<file path="config.mk">
export PLATFORM = sky130hd
export DESIGN_NAME = mmcf_top
export DESIGN_NICKNAME = d
export VERILOG_FILES = /design/src/mmcf_top.v
export VERILOG_INCLUDE_DIRS = /design/src
export SDC_FILE = /design/constraint.sdc
export NUM_CORES = 1
export LEC_CHECK = 0
export ABC_AREA = 1
export BUFFER_PORTS_ARGS = -buffer_cell sky130_fd_sc_hd__buf_2
export CAP_MARGIN = 20
export CORE_AREA = 3 3 237 239
export DETAILED_ROUTE_END_ITERATION = 16
export DIE_AREA = 0 0 240 242
export SYNTH_ARGS = -nofsm -noshare
export SYNTH_HDL_FRONTEND = slang
export SYNTH_HIERARCHICAL = 1
export SYNTH_SLANG_ARGS = --single-unit
</file>
<file path="constraint.sdc">
create_clock -name clk -period 7.7 [get_ports clk]
set_input_delay 0 -clock clk [delete_from_list [all_inputs] [get_ports clk]]
set_output_delay 0 -clock clk [all_outputs]
set_load 0.05 [all_outputs]
</file>
<file path="src/mmcf_defines.vh">
// Constants for the mode, configuration and address filter block
//
// What this block does
// - Transmit mode bits 7:4 read back the consecutive collision count.
// - Counts 1-15 show in binary; count 16 reads zero with sixteen flag.
// - Hold low: DMA request lasts through final cycle, else drops earlier.
// - Loopback control bit zero routes encoder output into decoder.
// - Defer disable set lets the transmitter ignore network carrier.
// - Read-only buffer empty bit, set after reset, high when nothing ready.
// - Accept-bad keeps CRC, alignment, short errored frames without collision.
// - Accept-short keeps clean frames from 6 to 59 bytes; else dropped.
// - Remote control enable lets type 0900 frames be recognised and reported.
// - Filter 00 none, 01 own/broadcast/multicast matching first 24 bits, 10 hash, 11 everything.
// - Station match: first bit zero, remaining 47 bits equal stored address.
// - Transmit partition: 1x2K, 2x2K, 2x4K or 2x8K by code 00..11.
// - Bus width bit high means 8-bit bus; word mode pin is its inverse.
// - Link enable low runs the link; station set up only while high, but station writes are accepted in either state.
// - Power bit zero sleeps, one wakes, contents kept, reset also wakes.
// - Top two bits of configuration one read a fixed part identity.
// - Bank select maps addresses 08-0F to link, hash or buffer port banks.
// - End marker pin active high when polarity bit set, else active low.
// - Byte order bit picks the lane of odd packet bytes in word mode.
// - Six station address registers at bank 08-0D, first is first received.
// - Each collision requests a retransmit, at most sixteen attempts.
`ifndef MMCF_DEFINES_VH
`define MMCF_DEFINES_VH

// ***********************************
// Register offsets
// ***********************************
`define MMCF_OFS_TX_MODE 4'h4
`define MMCF_OFS_RX_MODE 4'h5
`define MMCF_OFS_CFG0 4'h6
`define MMCF_OFS_CFG1 4'h7
`define MMCF_OFS_STA_FIRST 4'h8
`define MMCF_OFS_STA_LAST 4'hD

// ***********************************
// Bank codes
// ***********************************
`define MMCF_BANK_LINK 2'h0
`define MMCF_BANK_HASH 2'h1

// ***********************************
// Filter modes
// ***********************************
`define MMCF_AF_REJECT 2'h0
`define MMCF_AF_MCAST24 2'h1
`define MMCF_AF_HASH 2'h2
`define MMCF_AF_ALL 2'h3

// ***********************************
// Reset values of the writable fields and the end marker synchronizer
// ***********************************
`define MMCF_TXM_RST 3'h6
`define MMCF_RXM_RST 6'h02
`define MMCF_CFG0_HI_RST 4'hB
`define MMCF_CFG0_LO_RST 4'h6
`define MMCF_CFG1_RST 5'h10
`define MMCF_EOP_SYNC_RST 3'h7

// ***********************************
// Frame limits, collision limit and remote control type
// ***********************************
`define MMCF_MIN_FRAME 11'h03C
`define MMCF_MIN_RUNT 11'h006
`define MMCF_COL_LIMIT 5'h10
`define MMCF_REMOTE_TYPE 16'h0900

`endif

</file>
<file path="src/mmcf_top.v">
// Mode, configuration and address filter logic with its receive FIFO
`timescale 1ns/1ps
`include "mmcf_defines.vh"

// ***********************************
// Receive byte FIFO
// ***********************************
module mmcf_fifo #(
	parameter WIDTH = 9,
	parameter DEPTH = 8,
	parameter AW = 3
) (
	input wire clk,
	input wire rst_n,
	input wire in_valid,
	output reg in_ready,
	input wire [WIDTH-1:0] in_data,
	output reg out_valid,
	input wire out_ready,
	output wire [WIDTH-1:0] out_data
);
	reg [WIDTH-1:0] mem [0:DEPTH-1];
	reg [AW-1:0] wr_ptr_r;
	reg [AW-1:0] rd_ptr_r;
	reg [AW:0] count_r;
	wire push;
	wire pop;
	wire [AW:0] count_nxt;

	assign push = in_valid & in_ready;
	assign pop = out_valid & out_ready;
	assign count_nxt = count_r + {{AW{1'b0}}, push} - {{AW{1'b0}}, pop};
	assign out_data = mem[rd_ptr_r];

	// Storage is not reset, only the pointers, count and flags need a known value
	always @(posedge clk) begin
		if (push) begin
			mem[wr_ptr_r] <= in_data;
		end
	end

	// Flags are registered so both sides see flop outputs
	always @(posedge clk or negedge rst_n) begin
		if (!rst_n) begin
			wr_ptr_r <= {AW{1'b0}};
			rd_ptr_r <= {AW{1'b0}};
			count_r <= {(AW+1){1'b0}};
			in_ready <= 1'b0;
			out_valid <= 1'b0;
		end else begin
			if (push) begin
				wr_ptr_r <= wr_ptr_r + {{(AW-1){1'b0}}, 1'b1};
			end
			if (pop) begin
				rd_ptr_r <= rd_ptr_r + {{(AW-1){1'b0}}, 1'b1};
			end
			count_r <= count_nxt;
			in_ready <= (count_nxt != DEPTH[AW:0]);
			out_valid <= (count_nxt != {(AW+1){1'b0}});
		end
	end
endmodule

// ***********************************
// Top of the block
// ***********************************
module mmcf_top #(
	parameter [1:0] PART_IDENT = 2'h2, // Arbitrary identity value
	parameter FIFO_DEPTH = 8,
	parameter FIFO_AW = 3
) (
	input wire clk,
	input wire rst_n,
	input wire [3:0] reg_addr,
	input wire reg_wr,
	input wire reg_rd,
	input wire [7:0] reg_wdata,
	output reg [7:0] reg_rdata,
	output reg reg_rvalid,
	input wire tx_frame_start,
	input wire tx_collision,
	output reg tx_clash_any,
	output reg tx_clash_limit,
	output reg tx_retry,
	output reg tx_ignore_carrier,
	output reg loopback_en,
	input wire dma_want,
	input wire [15:0] dma_left,
	input wire dma_end_marker,
	input wire dma_clear,
	output reg dma_request,
	output reg dma_end_seen,
	input wire rx_valid,
	input wire [7:0] rx_byte,
	input wire rx_last,
	input wire rx_crc_err,
	input wire rx_align_err,
	input wire rx_collision,
	input wire rx_self,
	output wire rx_ready,
	output wire buf_valid,
	output wire [7:0] buf_byte,
	output wire buf_last,
	input wire buf_ready,
	input wire rx_pkt_pending,
	output reg rx_frame_keep,
	output reg rx_frame_drop,
	output reg rx_remote_frame,
	output reg link_active,
	output reg power_down,
	output reg word_mode_pin,
	output reg [1:0] tx_partition,
	output reg [1:0] sram_size,
	output reg [1:0] bank_select,
	output reg end_marker_polarity,
	output reg byte_lane_order
);
	reg [1:0] rst_sync_r;
	wire rst_i_n;
	reg [2:0] txm_r;
	reg [5:0] rxm_r;
	reg [7:0] cfg0_r;
	reg [4:0] cfg1_r;
	reg [4:0] clash_r;
	reg rx_empty_r;
	reg [7:0] node_r [0:5];
	reg [7:0] hash_r [0:7];
	reg [2:0] eop_sync_r;
	reg [10:0] len_r;
	reg [47:0] dst_r;
	reg [15:0] type_r;
	reg [7:0] rd_nxt;
	wire [47:0] node_w;
	wire [63:0] hash_w;
	wire rx_take;
	wire fifo_in_ready;
	wire [8:0] fifo_out;
	wire eop_level;
	wire [10:0] len_nxt;
	wire link_on;
	wire own_hit;
	wire bcast;
	wire mcast;
	wire mc24_hit;
	wire hash_hit;
	wire [5:0] hash_idx;
	reg addr_ok;
	wire err_any;
	wire is_short;
	wire err_ok;
	wire self_block;
	integer i;
	genvar g;

	// Decodes a banked address for the station or hash window
	function bank_hit;
		input [3:0] addr;
		input [1:0] bank;
		input [1:0] want;
		begin
			bank_hit = addr[3] & (bank == want);
		end
	endfunction

	// ***********************************
	// Reset release
	// ***********************************
	always @(posedge clk or negedge rst_n) begin
		if (!rst_n) begin
			rst_sync_r <= 2'h0;
		end else begin
			rst_sync_r <= {rst_sync_r[0], 1'b1};
		end
	end
	assign rst_i_n = rst_sync_r[1];

	// Flatten station and hash storage for the filter
	generate
		for (g = 0; g < 6; g = g + 1) begin : g_node
			assign node_w[8*g +: 8] = node_r[g];
		end
		for (g = 0; g < 8; g = g + 1) begin : g_hash
			assign hash_w[8*g +: 8] = hash_r[g];
		end
	endgenerate

	// ***********************************
	// Register writes
	// ***********************************
	always @(posedge clk or negedge rst_i_n) begin
		if (!rst_i_n) begin
			txm_r <= `MMCF_TXM_RST;
			rxm_r <= `MMCF_RXM_RST;
			cfg0_r <= {`MMCF_CFG0_HI_RST, `MMCF_CFG0_LO_RST};
			cfg1_r <= `MMCF_CFG1_RST;
			for (i = 0; i < 6; i = i + 1) begin
				node_r[i] <= 8'h00;
			end
			for (i = 0; i < 8; i = i + 1) begin
				hash_r[i] <= 8'h00;
			end
		end else if (reg_wr) begin
			case (reg_addr)
				`MMCF_OFS_TX_MODE: begin
					txm_r <= reg_wdata[2:0];
				end
				`MMCF_OFS_RX_MODE: begin
					rxm_r <= reg_wdata[5:0];
				end
				`MMCF_OFS_CFG0: begin
					cfg0_r <= reg_wdata;
				end
				`MMCF_OFS_CFG1: begin
					// Power bit is plain storage, so sleep keeps all state
					cfg1_r <= {reg_wdata[5], reg_wdata[3:0]};
				end
				default: begin
					if (bank_hit(reg_addr, cfg1_r[3:2], `MMCF_BANK_LINK) &&
						reg_addr <= `MMCF_OFS_STA_LAST) begin
						node_r[reg_addr[2:0]] <= reg_wdata;
					end
					if (bank_hit(reg_addr, cfg1_r[3:2], `MMCF_BANK_HASH)) begin
						hash_r[reg_addr[2:0]] <= reg_wdata;
					end
				end
			endcase
		end
	end

	// ***********************************
	// Register reads
	// ***********************************
	always @* begin
		rd_nxt = 8'h00;
		case (reg_addr)
			`MMCF_OFS_TX_MODE: begin
				rd_nxt = {clash_r[3:0], 1'b0, txm_r};
			end
			`MMCF_OFS_RX_MODE: begin
				rd_nxt = {1'b0, rx_empty_r, rxm_r};
			end
			`MMCF_OFS_CFG0: begin
				rd_nxt = cfg0_r;
			end
			`MMCF_OFS_CFG1: begin
				rd_nxt = {PART_IDENT, cfg1_r[4], 1'b0, cfg1_r[3:0]};
			end
			default: begin
				// Buffer port bank and reserved bank read zero here
				if (bank_hit(reg_addr, cfg1_r[3:2], `MMCF_BANK_LINK) &&
					reg_addr <= `MMCF_OFS_STA_LAST) begin
					rd_nxt = node_r[reg_addr[2:0]];
				end else if (bank_hit(reg_addr, cfg1_r[3:2],
					`MMCF_BANK_HASH)) begin
					rd_nxt = hash_r[reg_addr[2:0]];
				end
			end
		endcase
	end

	// Read data answers one cycle after the strobe
	always @(posedge clk or negedge rst_i_n) begin
		if (!rst_i_n) begin
			reg_rdata <= 8'h00;
			reg_rvalid <= 1'b0;
		end else begin
			reg_rvalid <= reg_rd;
			if (reg_rd) begin
				reg_rdata <= rd_nxt;
			end
		end
	end

	// ***********************************
	// Collision counter and retry
	// ***********************************
	always @(posedge clk or negedge rst_i_n) begin
		if (!rst_i_n) begin
			clash_r <= 5'h00;
			tx_retry <= 1'b0;
		end else begin
			tx_retry <= 1'b0;
			if (tx_frame_start) begin
				clash_r <= 5'h00;
			end else if (tx_collision && clash_r != `MMCF_COL_LIMIT) begin
				clash_r <= clash_r + 5'h01;
				// Last of sixteen attempts asks for no further retry
				tx_retry <= (clash_r != `MMCF_COL_LIMIT - 5'h01);
			end
		end
	end

	// ***********************************
	// Mode and configuration outputs
	// ***********************************
	always @(posedge clk or negedge rst_i_n) begin
		if (!rst_i_n) begin
			tx_clash_any <= 1'b0;
			tx_clash_limit <= 1'b0;
			tx_ignore_carrier <= 1'b0;
			loopback_en <= 1'b0;
			rx_empty_r <= 1'b1;
			link_active <= 1'b0;
			power_down <= 1'b0;
			word_mode_pin <= 1'b0;
			tx_partition <= 2'h0;
			sram_size <= 2'h0;
			bank_select <= 2'h0;
			end_marker_polarity <= 1'b0;
			byte_lane_order <= 1'b0;
		end else begin
			tx_clash_any <= (clash_r != 5'h00);
			tx_clash_limit <= (clash_r == `MMCF_COL_LIMIT);
			tx_ignore_carrier <= txm_r[0];
			loopback_en <= ~txm_r[1];
			rx_empty_r <= ~rx_pkt_pending;
			link_active <= ~cfg0_r[7];
			power_down <= ~cfg1_r[4];
			word_mode_pin <= ~cfg0_r[5];
			tx_partition <= cfg0_r[3:2];
			// Invalid size codes are passed on; software must avoid them
			sram_size <= cfg0_r[1:0];
			bank_select <= cfg1_r[3:2];
			end_marker_polarity <= cfg1_r[1];
			byte_lane_order <= cfg1_r[0];
		end
	end

	// ***********************************
	// DMA request and end marker
	// ***********************************
	always @(posedge clk or negedge rst_i_n) begin
		if (!rst_i_n) begin
			// Idle level of the reset polarity, so no false end follows reset
			eop_sync_r <= `MMCF_EOP_SYNC_RST;
		end else begin
			eop_sync_r <= {eop_sync_r[1:0], dma_end_marker};
		end
	end
	// Only the two settled stages are looked at
	assign eop_level = (eop_sync_r[2] == eop_sync_r[1]) & eop_sync_r[2];

	// End marker latches and inhibits the request until cleared
	always @(posedge clk or negedge rst_i_n) begin
		if (!rst_i_n) begin
			dma_end_seen <= 1'b0;
			dma_request <= 1'b0;
		end else begin
			if ((eop_sync_r[2] == eop_sync_r[1]) &&
				(eop_level == cfg1_r[1])) begin
				dma_end_seen <= 1'b1;
			end else if (dma_clear) begin
				dma_end_seen <= 1'b0;
			end
			dma_request <= dma_want & ~dma_end_seen & ~power_down &
				((dma_left > 16'h0001) ||
				(dma_left == 16'h0001 && !txm_r[2]));
		end
	end

	// ***********************************
	// Receive path and frame verdict
	// ***********************************
	assign rx_take = rx_valid & fifo_in_ready;
	assign rx_ready = fifo_in_ready;
	assign buf_byte = fifo_out[7:0];
	assign buf_last = fifo_out[8];
	assign len_nxt = (len_r == 11'h7FF) ? len_r : len_r + 11'h001;
	assign link_on = ~cfg0_r[7] & cfg1_r[4];

	mmcf_fifo #(
		.WIDTH(9),
		.DEPTH(FIFO_DEPTH),
		.AW(FIFO_AW)
	) u_fifo (
		.clk(clk),
		.rst_n(rst_i_n),
		.in_valid(rx_valid),
		.in_ready(fifo_in_ready),
		.in_data({rx_last, rx_byte}),
		.out_valid(buf_valid),
		.out_ready(buf_ready),
		.out_data(fifo_out)
	);

	// Destination arrives least significant bit first per byte
	assign bcast = &dst_r;
	assign mcast = dst_r[0];
	assign own_hit = ~dst_r[0] & (dst_r[47:1] == node_w[47:1]);
	assign mc24_hit = dst_r[0] & (dst_r[23:1] == node_w[23:1]);
	// Hash index is a fold of the destination bytes, cheap but not a CRC
	assign hash_idx = dst_r[5:0] ^ dst_r[13:8] ^ dst_r[21:16] ^
		dst_r[29:24] ^ dst_r[37:32] ^ dst_r[45:40];
	assign hash_hit = mcast & hash_w[hash_idx];
	assign self_block = rx_self & (bcast | mcast) &
		(rxm_r[1:0] != `MMCF_AF_ALL) & txm_r[1];

	always @* begin
		case (rxm_r[1:0])
			`MMCF_AF_REJECT: begin
				addr_ok = 1'b0;
			end
			`MMCF_AF_MCAST24: begin
				addr_ok = own_hit | bcast | mc24_hit;
			end
			`MMCF_AF_HASH: begin
				addr_ok = own_hit | bcast | hash_hit;
			end
			default: begin
				addr_ok = 1'b1;
			end
		endcase
	end

	// Length includes the last byte being taken now
	assign is_short = (len_nxt < `MMCF_MIN_FRAME);
	assign err_any = rx_crc_err | rx_align_err | is_short;
	assign err_ok = ~err_any | (~rx_collision & (rxm_r[5] |
		(rxm_r[3] & ~rx_crc_err & ~rx_align_err &
		len_nxt >= `MMCF_MIN_RUNT)));

	always @(posedge clk or negedge rst_i_n) begin
		if (!rst_i_n) begin
			len_r <= 11'h000;
			dst_r <= 48'h0;
			type_r <= 16'h0000;
			rx_frame_keep <= 1'b0;
			rx_frame_drop <= 1'b0;
			rx_remote_frame <= 1'b0;
		end else begin
			rx_frame_keep <= 1'b0;
			rx_frame_drop <= 1'b0;
			rx_remote_frame <= 1'b0;
			if (rx_take) begin
				len_r <= rx_last ? 11'h000 : len_nxt;
				if (len_r < 11'h006) begin
					dst_r[8*len_r[2:0] +: 8] <= rx_byte;
				end
				if (len_r == 11'h00C) begin
					type_r[15:8] <= rx_byte;
				end
				if (len_r == 11'h00D) begin
					type_r[7:0] <= rx_byte;
				end
				if (rx_last) begin
					// Frames shorter than an address never match
					if (link_on && addr_ok && err_ok && !self_block &&
						len_nxt >= `MMCF_MIN_RUNT) begin
						rx_frame_keep <= 1'b1;
						rx_remote_frame <= rxm_r[2] &
							(type_r == `MMCF_REMOTE_TYPE);
					end else begin
						rx_frame_drop <= 1'b1;
					end
				end
			end
		end
	end
endmodule

</file>
==> results of run 1 <==
cells in the mapped netlist (12+ instances only):
cell type,count,area [um^2]
clkbuf_1,45,169
nand2_1,585,2200
a21oi_1,14,70.1
edfxtp_1,72,2160
dfrtp_1,249,6230
nand3_1,150,751
nor3_1,19,95.1
ha_1,19,238
nand4_1,39,244
nor4_1,12,75.1
xnor2_1,33,289
xor2_1,32,280
inv_1,205,769
o21ai_0,234,1170
nor2_1,49,184
o22ai_1,15,93.8
dfstp_2,13,342
cell families after synthesis:
group | share of synthesized area
compound gates | 0.106
simple gates | 0.229
mux | 0.000696
fa+ha+maj | 0.0159
flops | 0.540
buf+inv | 0.0690
xor+xnor | 0.0392
other cells | 0.000232
power by group:
part | leakage [nW] | total [mW] | switching, mW | internal, mW
sequential | 4.07 | 2.50 | 0.367 | 2.14
clock | 0.598 | 1.79 | 0.745 | 1.04
combinational | 3.82 | 2.42 | 1.65 | 0.767
metal layers:
metal	share of wire	global-route usage
met1	0.44	0.228
met5	0	0
met4	0.023	0.0479
met3	0.073	0.0215
met2	0.47	0.270
worst max path at each step:
stage,startpoint,endpoint,slack (ns),depth (start not counted)
after detailed placement,dst_r[24]$_DFFE_PN0P_,rx_remote_frame$_DFF_PN0_,4.81,19
after floorplan,rst_sync_r[1]$_DFF_PN0_,bank_select[0]$_DFF_PN0_,3.42,0
after global placement,dst_r[16]$_DFFE_PN0P_,rx_frame_keep$_DFF_PN0_,4.95,20
after global routing,dst_r[24]$_DFFE_PN0P_,rx_remote_frame$_DFF_PN0_,4.45,19
after CTS,dst_r[24]$_DFFE_PN0P_,rx_remote_frame$_DFF_PN0_,4.80,19
final,dst_r[24]$_DFFE_PN0P_,rx_remote_frame$_DFF_PN0_,4.73,19
final cells by class:
type / count / area, um^2
Clock buffer: 49 / 1060
Timing Repair Buffer: 122 / 738
Inverter: 214 / 811
Clock inverter: 16 / 166
Sequential cell: 334 / 8740
Multi-Input combinational cell: 1274 / 6320
Fill cell: 5545 / 35300
Tap cell: 696 / 871
cells in the final DEF (no fill, tap or decap), types with 4 or more instances in the layout:
cell           count
o21ai_0          234
edfxtp_1          72
o211ai_1           6
clkbuf_16         38
clkbuf_8           7
inv_1            205
inv_2              5
clkinvlp_4         4
nor2_1            49
o2111ai_1          4
xor2_1            32
buf_4              7
a21oi_1           14
clkinv_2           7
nand3_1          150
dlygate4sd3_1     22
nor4_1            12
nor3_1            19
a31oi_1            5
clkbuf_1           4
o22ai_1           15
nand2_2            4
buf_2             93
dfstp_2           13
nand4_1           39
xor2_2             4
nand2_1          585
a22oi_1            9
a22o_1             5
dfrtp_1          248
o221ai_1           7
ha_1              19
xnor2_1           33
worst reg2reg max path, stage by stage, from the launching register on:
cell and delay [ns]:
dfrtp_1 0.45, inv_1 0.14, nand2_1 0.08, nand2_1 0.06, nand2_1 0.04, nand2_1 0.10, nand2_2 0.12, nand2_1 0.73
nand2_1 0.15, nand3_1 0.12, nand3_1 0.10, nand3_1 0.10, nand3_1 0.08, nand3_1 0.12, nand2_1 0.07, nand2_1 0.05
nand2_1 0.06, nand2_2 0.11, nand3_2 0.10, nor2_2 0.10
state kept, by name, summed over array words and instances, names as in the netlist, 2 cells and up:
name and flops:
clash_r 5, u_fifo/mem 72, eop_sync_r 3, rst_sync_r 2
reg_rdata 8, dst_r 48, len_r 11, u_fifo/wr_ptr_r 3
u_fifo/count_r 4, rxm_r 6, cfg0_r 8, u_fifo/rd_ptr_r 3
cfg1_r 5, node_r 48, bank_select 2, hash_r 64
sram_size 2, txm_r 3, tx_partition 2, type_r 16
==> flow_metrics.env, run 1 <==
export IMPL_numCtsBuffers=37
export IMPL_seq_area_frac_synth=0.540
export IMPL_die_x_um=240
export IMPL_ys_async_sr_fraction=0.784
export IMPL_antenna_found_initial=0
export IMPL_finalSetupViolations=0
export IMPL_min_period_over_period=0.386
export IMPL_antenna_cells=0
export IMPL_detail_route_antenna_nets=0
export IMPL_grt_remaining_overflow=0
export IMPL_post_route_drc_count=0
export IMPL_stdcell_count=2705
export IMPL_port_buffers=93
export IMPL_fin_ws_ns=4.73
export IMPL_postSynthAreaPerCell_um2=8.58
export IMPL_ys_types=51
export IMPL_cts_setup_buffers=0
export IMPL_synthCells=1885
export IMPL_cts_tree="done"
export IMPL_reg2reg_to="rx_remote_frame$_DFF_PN0_"
export IMPL_synth_edff_count=72
export IMPL_firstDrtPassIters=6
export IMPL_power_total_mw=6.71
export IMPL_path_class="reg -> reg"
export IMPL_grt_max_degree=78
export IMPL_worst_pin_slew_ns=1.09
export IMPL_tns_ns=0
export IMPL_cts_sinks=334
export IMPL_placed_cells=2618
export IMPL_placementRows=85
export IMPL_grt_first_pass_wirelength_um=75800
export IMPL_yosysWarnings=6
export IMPL_critPathCaptureType="register"
export IMPL_peakVddDrop_uv=232
export IMPL_die_area_mm2=0.0581
export IMPL_worst_r2r_path_depth=19
export IMPL_maxSlewHeadroom=0.273
export IMPL_first_global_vias=12981
export IMPL_dieHeight_um=242
export IMPL_dp_slack_ns=4.81
export IMPL_critical_path_max_fanout=31
export IMPL_fmax_mhz=337
export IMPL_hp_start="rx_pkt_pending"
export IMPL_timing_final_hold_violations=0
export IMPL_rsz0062_at_grt="no"
export IMPL_powerDensity_mw_per_mm2=359
export IMPL_required_ns=8.15
export IMPL_min_to="rx_empty_r$_DFF_PN1_"
export IMPL_period_needed_ns=2.97
export IMPL_crit_chain="inv_1 > nand2_1 > nand2_1 > nand2_1 > nand2_1 > nand2_2 > nand2_1 > nand2_1 > nand3_1 > nand3_1 > nand3_1 > nand3_1 > nand3_1 > nand2_1 > nand2_1 > nand2_1 > nand2_2 > nand3_2 > nor2_2"
export IMPL_cpMaxStageDelayCell="nand2_1"
export IMPL_grt_total_usage=0.165
export IMPL_path_buf_inv=1
export IMPL_initialDrtViolationCount=1368
export IMPL_maxSlewViolCount=0
export IMPL_fin_area_mm2=0.0187
export IMPL_drive_gt1_frac=0.100
export IMPL_synth_seq_cells=334
export IMPL_synth_flop_cell="dfrtp_1"
export IMPL_r2r_start="dst_r[24]$_DFFE_PN0P_"
export IMPL_cp_common_cell="nand2_1"
export IMPL_whs_ns=0.114
export IMPL_place_congestion=0.934
export IMPL_cp_top_family="simple AND/OR/NAND/NOR gates"
export IMPL_clk_insertion_delay_late_ns=0.54
export IMPL_fin_worst_skew_ns=0.0273
export IMPL_start_util=0.299
export IMPL_r2r_setup_slack_ns=4.73
export IMPL_utilization=0.346
export IMPL_cap_violations=0
export IMPL_postCtsResizedCells=0
export IMPL_nNetsFinal=2056
export IMPL_max_stage_delay_ns=0.73
export IMPL_synthesis_area_mm2=0.0162
export IMPL_syn_nets=1958
export IMPL_cp_arrival_ns=3.42
export IMPL_htreeDepth=2
export IMPL_status="finished, final reports clean"
export IMPL_hold_path_class="in -> reg"
export IMPL_cellLeakagePower_nw=8.48
export IMPL_cts_root_buffer_cell="clkbuf_16"
export IMPL_cp_start_kind="register"
export IMPL_place_area_mm2=0.0173
export IMPL_io_pins=94
export IMPL_hold_buffers=22
export IMPL_cts_max_path_buffers=3
export IMPL_core_mm2=0.0540
export IMPL_min_path_cells=3
export IMPL_totalWireLength_um=48700
export IMPL_clkTransAtPathRegs_ns=0.06
export IMPL_hpwl_um=34000
export IMPL_wl_per_cell_um=18.0
export IMPL_vias=13627
export IMPL_drt_vias_per_instance=5.04
export IMPL_areaGrowthSynthToFinish_pct=15.7
(Power assumes the default switching activity.)
==> inputs of run 2 (changes only) <==
Settings changed: ABC_AREA 1 to 0, CORE_AREA 3 3 237 239 to 3 3 236 238, DIE_AREA 0 0 240 242 to 0 0 239 241.
Clock period 7.7 ns to 3.1 ns, I/O delays scaled along.
==> run 2 against run 1 <==
  * Routed wire length down 12%
  * Cell count down 23%
  * Non-clock buffer count up 37
  * Critical path type unchanged
==> flow_metrics.env, run 2 <==
export IMPL_seq_area_frac_synth=0.544
export IMPL_nNetsFinal=1443
export IMPL_grt_total_usage=0.149
export IMPL_cp_arrival_ns=3.35
export IMPL_fmax_mhz=345
export IMPL_min_path_cells=5
export IMPL_placementRows=85
export IMPL_firstDrtPassIters=7
export IMPL_utilization=0.352
export IMPL_cts_setup_buffers=0
export IMPL_initialDrtViolationCount=847
export IMPL_nFillCells=5220
export IMPL_dieHeight_um=241
export IMPL_max_stage_delay_ns=0.53
export IMPL_critPathCaptureType="register"
export IMPL_start_util=0.298
export IMPL_antenna_cells=0
export IMPL_synthCells=1226
export IMPL_synth_edff_count=72
export IMPL_synth_seq_cells=334
export IMPL_power_frac_seq=0.388
export IMPL_netlist_top_cells_area="dfrtp_1 39%, edfxtp_1 13%, mux2_2 12%"
export IMPL_p_clk_frac=0.264
export IMPL_port_buffers=93
export IMPL_r2r_setup_slack_ns=0.20
export IMPL_critical_path_max_fanout=9
export IMPL_yosysMostFrequentCell="dfrtp_1"
export IMPL_first_global_vias=10756
export IMPL_required_ns=3.54
export IMPL_maxSlewHeadroom=0.430
export IMPL_areaGrowthSynthToFinish_pct=18.0
export IMPL_r2r_start="len_r[0]$_DFFE_PN0P_"
export IMPL_pwr_share_comb=0.348
export IMPL_powerDensity_mw_per_mm2=844
export IMPL_cpMaxStageDelayCell="or3_1"
export IMPL_layout_commonest_cell="dfrtp_1"
export IMPL_hp_start="reg_wr"
export IMPL_io_pins=94
export IMPL_path_class="reg -> reg"
export IMPL_grt_max_degree=59
export IMPL_clk_insertion_delay_late_ns=0.53
export IMPL_peakVddDrop_uv=352
export IMPL_path_buf_inv=0
export IMPL_die_area_mm2=0.0576
export IMPL_drive_gt1_frac=0.311
export IMPL_synthTopCellsByCount="249 x dfrtp_1, 170 x mux2_2, 108 x nand2_1, 72 x edfxtp_1, 53 x o21ai_0"
export IMPL_hpwl_um=30700
export IMPL_synth_top_area_frac=0.388
export IMPL_most_common_layout_cells="248 x dfrtp_1, 170 x mux2_2, 108 x nand2_1"
export IMPL_period_needed_ns=2.90
export IMPL_cp_top_family="compound AO/OA/AOI/OAI gates"
export IMPL_cts_sinks=334
export IMPL_post_route_drc_count=0
export IMPL_reg2reg_to="rx_remote_frame$_DFF_PN0_"
export IMPL_min_to="cfg1_r[4]$_DFFE_PN1P_"
export IMPL_worst_r2r_path_depth=10
export IMPL_crit_chain="ha_1 > nand3_1 > or3_1 > o21ai_1 > o21ai_1 > a211o_1 > a31oi_2 > o21ai_1 > o2bb2ai_2 > nor4b_4"
export IMPL_totalWireLength_um=43000
export IMPL_cellLeakagePower_nw=8.10
export IMPL_swShare=0.356
export IMPL_clkTransAtPathRegs_ns=0.06
export IMPL_cp_common_cell="o21ai_1"
export IMPL_fin_worst_skew_ns=0.0228
export IMPL_largest_register_ffs=72
export IMPL_dp_slack_ns=0.0801
export IMPL_place_area_mm2=0.0175
export IMPL_cts_max_path_buffers=3
export IMPL_finalSetupViolations=0
export IMPL_die_x_um=239
export IMPL_synthesis_area_mm2=0.0161
export IMPL_p_int_mw=10.3
export IMPL_synth_flop_cell="dfrtp_1"
export IMPL_cts_root_buffer_cell="clkbuf_16"
export IMPL_timing_final_hold_violations=0
export IMPL_detail_route_antenna_nets=0
export IMPL_hold_path_class="in -> reg"
export IMPL_syn_nets=1299
export IMPL_ys_async_sr_fraction=0.784
export IMPL_worst_pin_slew_ns=0.855
export IMPL_fin_ws_ns=0.199
export IMPL_largest_registers="u_fifo/mem: 72 flops, hash_r: 64 flops"
export IMPL_core_mm2=0.0538
export IMPL_switching_power_mw=5.69
export IMPL_numCtsBuffers=35
export IMPL_status="finished, final reports clean"
export IMPL_wl_per_cell_um=20.5
export IMPL_htreeDepth=2
export IMPL_largest_register="u_fifo/mem"
export IMPL_drt_vias_per_instance=5.08
export IMPL_cp_start_kind="register"
export IMPL_place_congestion=0.879
export IMPL_synth_top_area_cell="dfrtp_1"
export IMPL_maxSlewViolCount=0
export IMPL_yosysWarnings=6
export IMPL_grt_remaining_overflow=0
export IMPL_antenna_found_initial=1
export IMPL_postSynthAreaPerCell_um2=13.1
export IMPL_cts_tree="done"
export IMPL_ys_types=66
export IMPL_fin_area_mm2=0.0189
export IMPL_min_period_over_period=0.936
export IMPL_vias=10629
export IMPL_grt_first_pass_wirelength_um=66300
export IMPL_cap_violations=0
## run 2: how the worst max path moves through the flow
stage | start | to | slack, ns | cells past startpoint
floorplan | rst_sync_r[1]$_DFF_PN0_ | bank_select[0]$_DFF_PN0_ | 0.48 | 0
global placement | len_r[0]$_DFFE_PN0P_ | rx_remote_frame$_DFF_PN0_ | 0.15 | 10
detailed placement | len_r[0]$_DFFE_PN0P_ | rx_remote_frame$_DFF_PN0_ | 0.08 | 10
CTS | len_r[0]$_DFFE_PN0P_ | rx_remote_frame$_DFF_PN0_ | 0.05 | 10
global route | len_r[0]$_DFFE_PN0P_ | rx_remote_frame$_DFF_PN0_ | -0.01 | 10
finish | len_r[0]$_DFFE_PN0P_ | rx_remote_frame$_DFF_PN0_ | 0.20 | 10
## run 2: power by group through the flow
stage / combinational [mW] / clock [mW] / sequential (mW)
after global placement: 5.45 / 0 / 6.26
after detailed placement: 5.54 / 0 / 6.29
after global routing: 6.00 / 4.51 / 6.32
after floorplan: 4.13 / 0 / 6.18
final: 5.56 / 4.22 / 6.20
after CTS: 5.60 / 4.34 / 6.21
## run 2: tightest hold or removal path: stages
cell and delay, ns:
buf_2 0.15, nand2_1 0.11, nor2_1 0.13, nand2_1 0.09, o21ai_0 0.08
## run 2: final cells by class
type | instances | area (um^2) | area share
well taps | 696 | 871 | 0.0460
clock buffers | 47 | 1020 | 0.0540
clock inverters | 16 | 140 | 0.00740
multi-input cells | 803 | 6930 | 0.366
repair buffers | 159 | 1090 | 0.0576
flip-flops and latches | 334 | 8740 | 0.461
inverters | 37 | 139 | 0.00733
## run 2: cell families after synthesis
logic type               after synthesis  synth area share
adder cells (fa/ha/maj)               20            0.0161
other                                  1          0.000234
XOR/XNOR                              86            0.0536
flip-flops                           334             0.544
AND/OR/NAND/NOR                      287            0.0878
multiplexers                         269             0.222
AO/OA/AOI/OAI                        140            0.0514
buffers and inverters                 89            0.0251
## run 2: metrics by stage
stage	TNS, ns	power [mW]	hold WS [ns]	instances
floorplan	0	10.3	-0.296	1226
global placement	0	11.7	-0.208	2002
detailed placement	0	11.8	-0.202	2002
CTS	0	16.1	0.00205	2092
global route	-0.0141	16.8	0.0307	2092
finish	0	16.0	0.0299	2092
## run 2: what timing repair did
item / 4_1_cts / 5_1_grt
hold buffers: 27 / 0
setup endpoints to repair: 0 / 3
gates resized for setup: 0 / 2
endpoints found under the hold margin: 131 / 0
## run 2: per-layer routing
metal  wire length [um]  vias up  global-route usage
met5                  0        -                   0
li1                   -     4795                   -
met1              19200     5444               0.208
met2              20200      331               0.241
met4                906        0              0.0409
met3               2640       59              0.0263
==> inputs of run 3 (changes only) <==
==> constraint.sdc (replaced) <==
create_clock -name clk -period 3.1 [get_ports clk]
set_input_delay 0.465 -clock clk [delete_from_list [all_inputs] [get_ports clk]]
set_output_delay 0.465 -clock clk [all_outputs]
set_load 0.05 [all_outputs]
==> run 3 against run 2 <==
  * Worst setup slack gained 0.065 ns
  * Flip-flop and latch count is the same
  * Critical path type unchanged
  * Clock power shrank 1%
  * First-iteration DRC count shrank 20%
  * Critical endpoint unchanged
  * Core utilization shrank 0.46 points
  * Largest cell class unchanged
  * Register-to-register slack gained 0.06 ns
  * Cell count shrank 0.91%
  * Critical path depth is the same
  * Fmax grew 2.3%
==> flow_metrics.env, run 3 (synthesis results as in run 2) <==
export IMPL_power_total_mw=16.0
export IMPL_fmax_mhz=353
export IMPL_p_int_mw=10.3
export IMPL_placed_cells=2008
export IMPL_p_clk_frac=0.260
export IMPL_clkTransAtPathRegs_ns=0.06
export IMPL_postCtsResizedCells=0
export IMPL_path_class="reg -> reg"
export IMPL_cellLeakagePower_nw=8.00
export IMPL_grt_remaining_overflow=0
export IMPL_die_x_um=239
export IMPL_clk_insertion_delay_late_ns=0.52
export IMPL_cts_setup_buffers=0
export IMPL_cts_max_path_buffers=3
export IMPL_worst_pin_slew_ns=0.866
export IMPL_min_period_over_period=0.915
export IMPL_largest_register_ffs=72
export IMPL_cap_violations=0
export IMPL_detail_route_antenna_nets=0
export IMPL_htreeDepth=2
export IMPL_largest_register="u_fifo/mem"
export IMPL_use_met2=0.236
export IMPL_grt_first_pass_wirelength_um=65500
export IMPL_fin_ws_ns=0.264
export IMPL_place_congestion=0.910
export IMPL_fin_worst_skew_ns=0.0218
export IMPL_maxSlewHeadroom=0.423
export IMPL_status="finished, final reports clean"
export IMPL_switching_power_mw=5.67
export IMPL_drt_vias_per_instance=5.08
export IMPL_cts_sinks=334
export IMPL_antenna_found_initial=2
export IMPL_grt_total_usage=0.147
export IMPL_cts_tree="done"
export IMPL_first_global_vias=10688
export IMPL_grt_max_degree=73
export IMPL_most_common_layout_cells="248 x dfrtp_1, 170 x mux2_2, 108 x nand2_1"
export IMPL_drive_gt1_frac=0.313
export IMPL_core_mm2=0.0538
export IMPL_critPathCaptureType="register"
export IMPL_crit_chain="ha_1 > nand3_1 > or3_1 > o21ai_1 > o21ai_1 > a211o_1 > a31oi_1 > o21ai_1 > o2bb2ai_1 > nor4b_4"
export IMPL_max_stage_delay_ns=0.54
export IMPL_tns_ns=0
export IMPL_whs_ns=0.0520
export IMPL_power_frac_seq=0.389
export IMPL_dieHeight_um=241
export IMPL_grt_use_met1=0.201
export IMPL_stdcell_count=2073
export IMPL_port_buffers=93
export IMPL_placementRows=85
export IMPL_post_route_drc_count=0
export IMPL_wl_per_cell_um=20.6
export IMPL_maxSlewViolCount=0
export IMPL_hold_buffers=1
export IMPL_finalSetupViolations=0
export IMPL_required_ns=3.53
export IMPL_timing_final_hold_violations=0
export IMPL_cpMaxStageDelayCell="or3_1"
export IMPL_io_pins=94
export IMPL_cp_top_family="compound AO/OA/AOI/OAI gates"
export IMPL_period_needed_ns=2.84
export IMPL_path_buf_inv=0
export IMPL_dp_slack_ns=0.269
export IMPL_vias=10531
export IMPL_pwr_share_comb=0.350
export IMPL_rsz0062_at_grt="no"
export IMPL_largest_registers="u_fifo/mem: 72 flops, hash_r: 64 flops"
export IMPL_cts_root_buffer_cell="clkbuf_16"
export IMPL_top_usage_layer="met2"
export IMPL_areaGrowthSynthToFinish_pct=16.4
export IMPL_swShare=0.355
export IMPL_powerDensity_mw_per_mm2=855
export IMPL_nNetsFinal=1424
export IMPL_cp_start_kind="register"
export IMPL_met3_usage=0.0289
export IMPL_cp_common_cell="o21ai_1"
export IMPL_totalWireLength_um=42600
export IMPL_numCtsBuffers=36
export IMPL_initialDrtViolationCount=679
export IMPL_peakVddDrop_uv=577
export IMPL_die_area_mm2=0.0576
export IMPL_hold_path_class="in -> reg"
export IMPL_start_util=0.298
export IMPL_hpwl_um=30500
export IMPL_critical_path_max_fanout=9
export IMPL_firstDrtPassIters=4
export IMPL_layout_commonest_cell="dfrtp_1"
export IMPL_cp_arrival_ns=3.27
[run 3: power by group through the flow]
| stage | Clock (mW) | Sequential, mW | Combinational [mW] |
|---|---|---|---|
| 6_report | 4.16 | 6.22 | 5.59 |
| 5_1_grt | 4.44 | 6.33 | 6.02 |
| 4_1_cts | 4.27 | 6.22 | 5.61 |
| 3_5_place_dp | 0 | 6.30 | 5.58 |
| 3_3_place_gp | 0 | 6.27 | 5.49 |
| 2_1_floorplan | 0 | 6.18 | 4.13 |
[run 3: per-stage QoR]
| step | util | area, um^2 |
|---|---|---|
| after floorplan | - | 16100 |
| after global placement | 0.326 | 17500 |
| after detailed placement | 0.326 | 17500 |
| after CTS | 0.347 | 18700 |
| after global routing | 0.347 | 18700 |
| final | 0.347 | 18700 |
[run 3: layer usage]
layer	share of wire	vias up	routed length [um]
li1	-	4756	-
met1	0.45	5413	19300
met2	0.46	290	19700
met3	0.057	70	2440
met4	0.026	2	1110
met5	0.00031	-	13
[run 3: path summary, 6_finish.rpt]
kind / start / to / slack (ns) / cells after the start
worst max register to register: len_r[0]$_DFFE_PN0P_ / rx_remote_frame$_DFF_PN0_ / 0.26 / 10
worst max-delay path: len_r[0]$_DFFE_PN0P_ / rx_remote_frame$_DFF_PN0_ / 0.26 / 10
min in group asynchronous: rst_n / rst_sync_r[0]$_DFF_PN0_ / 0.27 / 2
worst min register to register: rst_sync_r[1]$_DFF_PN0_ / len_r[1]$_DFFE_PN0P_ / 0.34 / 0
max in group asynchronous: rst_sync_r[1]$_DFF_PN0_ / rx_empty_r$_DFF_PN1_ / 1.94 / 1
worst min-delay path: dma_end_marker / eop_sync_r[0]$_DFF_PN1_ / 0.05 / 1
[run 3: final cells by class]
class	count	area [um^2]
Inverter	37	139
Sequential cell	334	8740
Antenna cell	1	2.50
Tap cell	696	871
Timing Repair Buffer	139	876
Clock buffer	51	1040
Clock inverter	12	100
Fill cell	5264	35100
Multi-Input combinational cell	803	6920
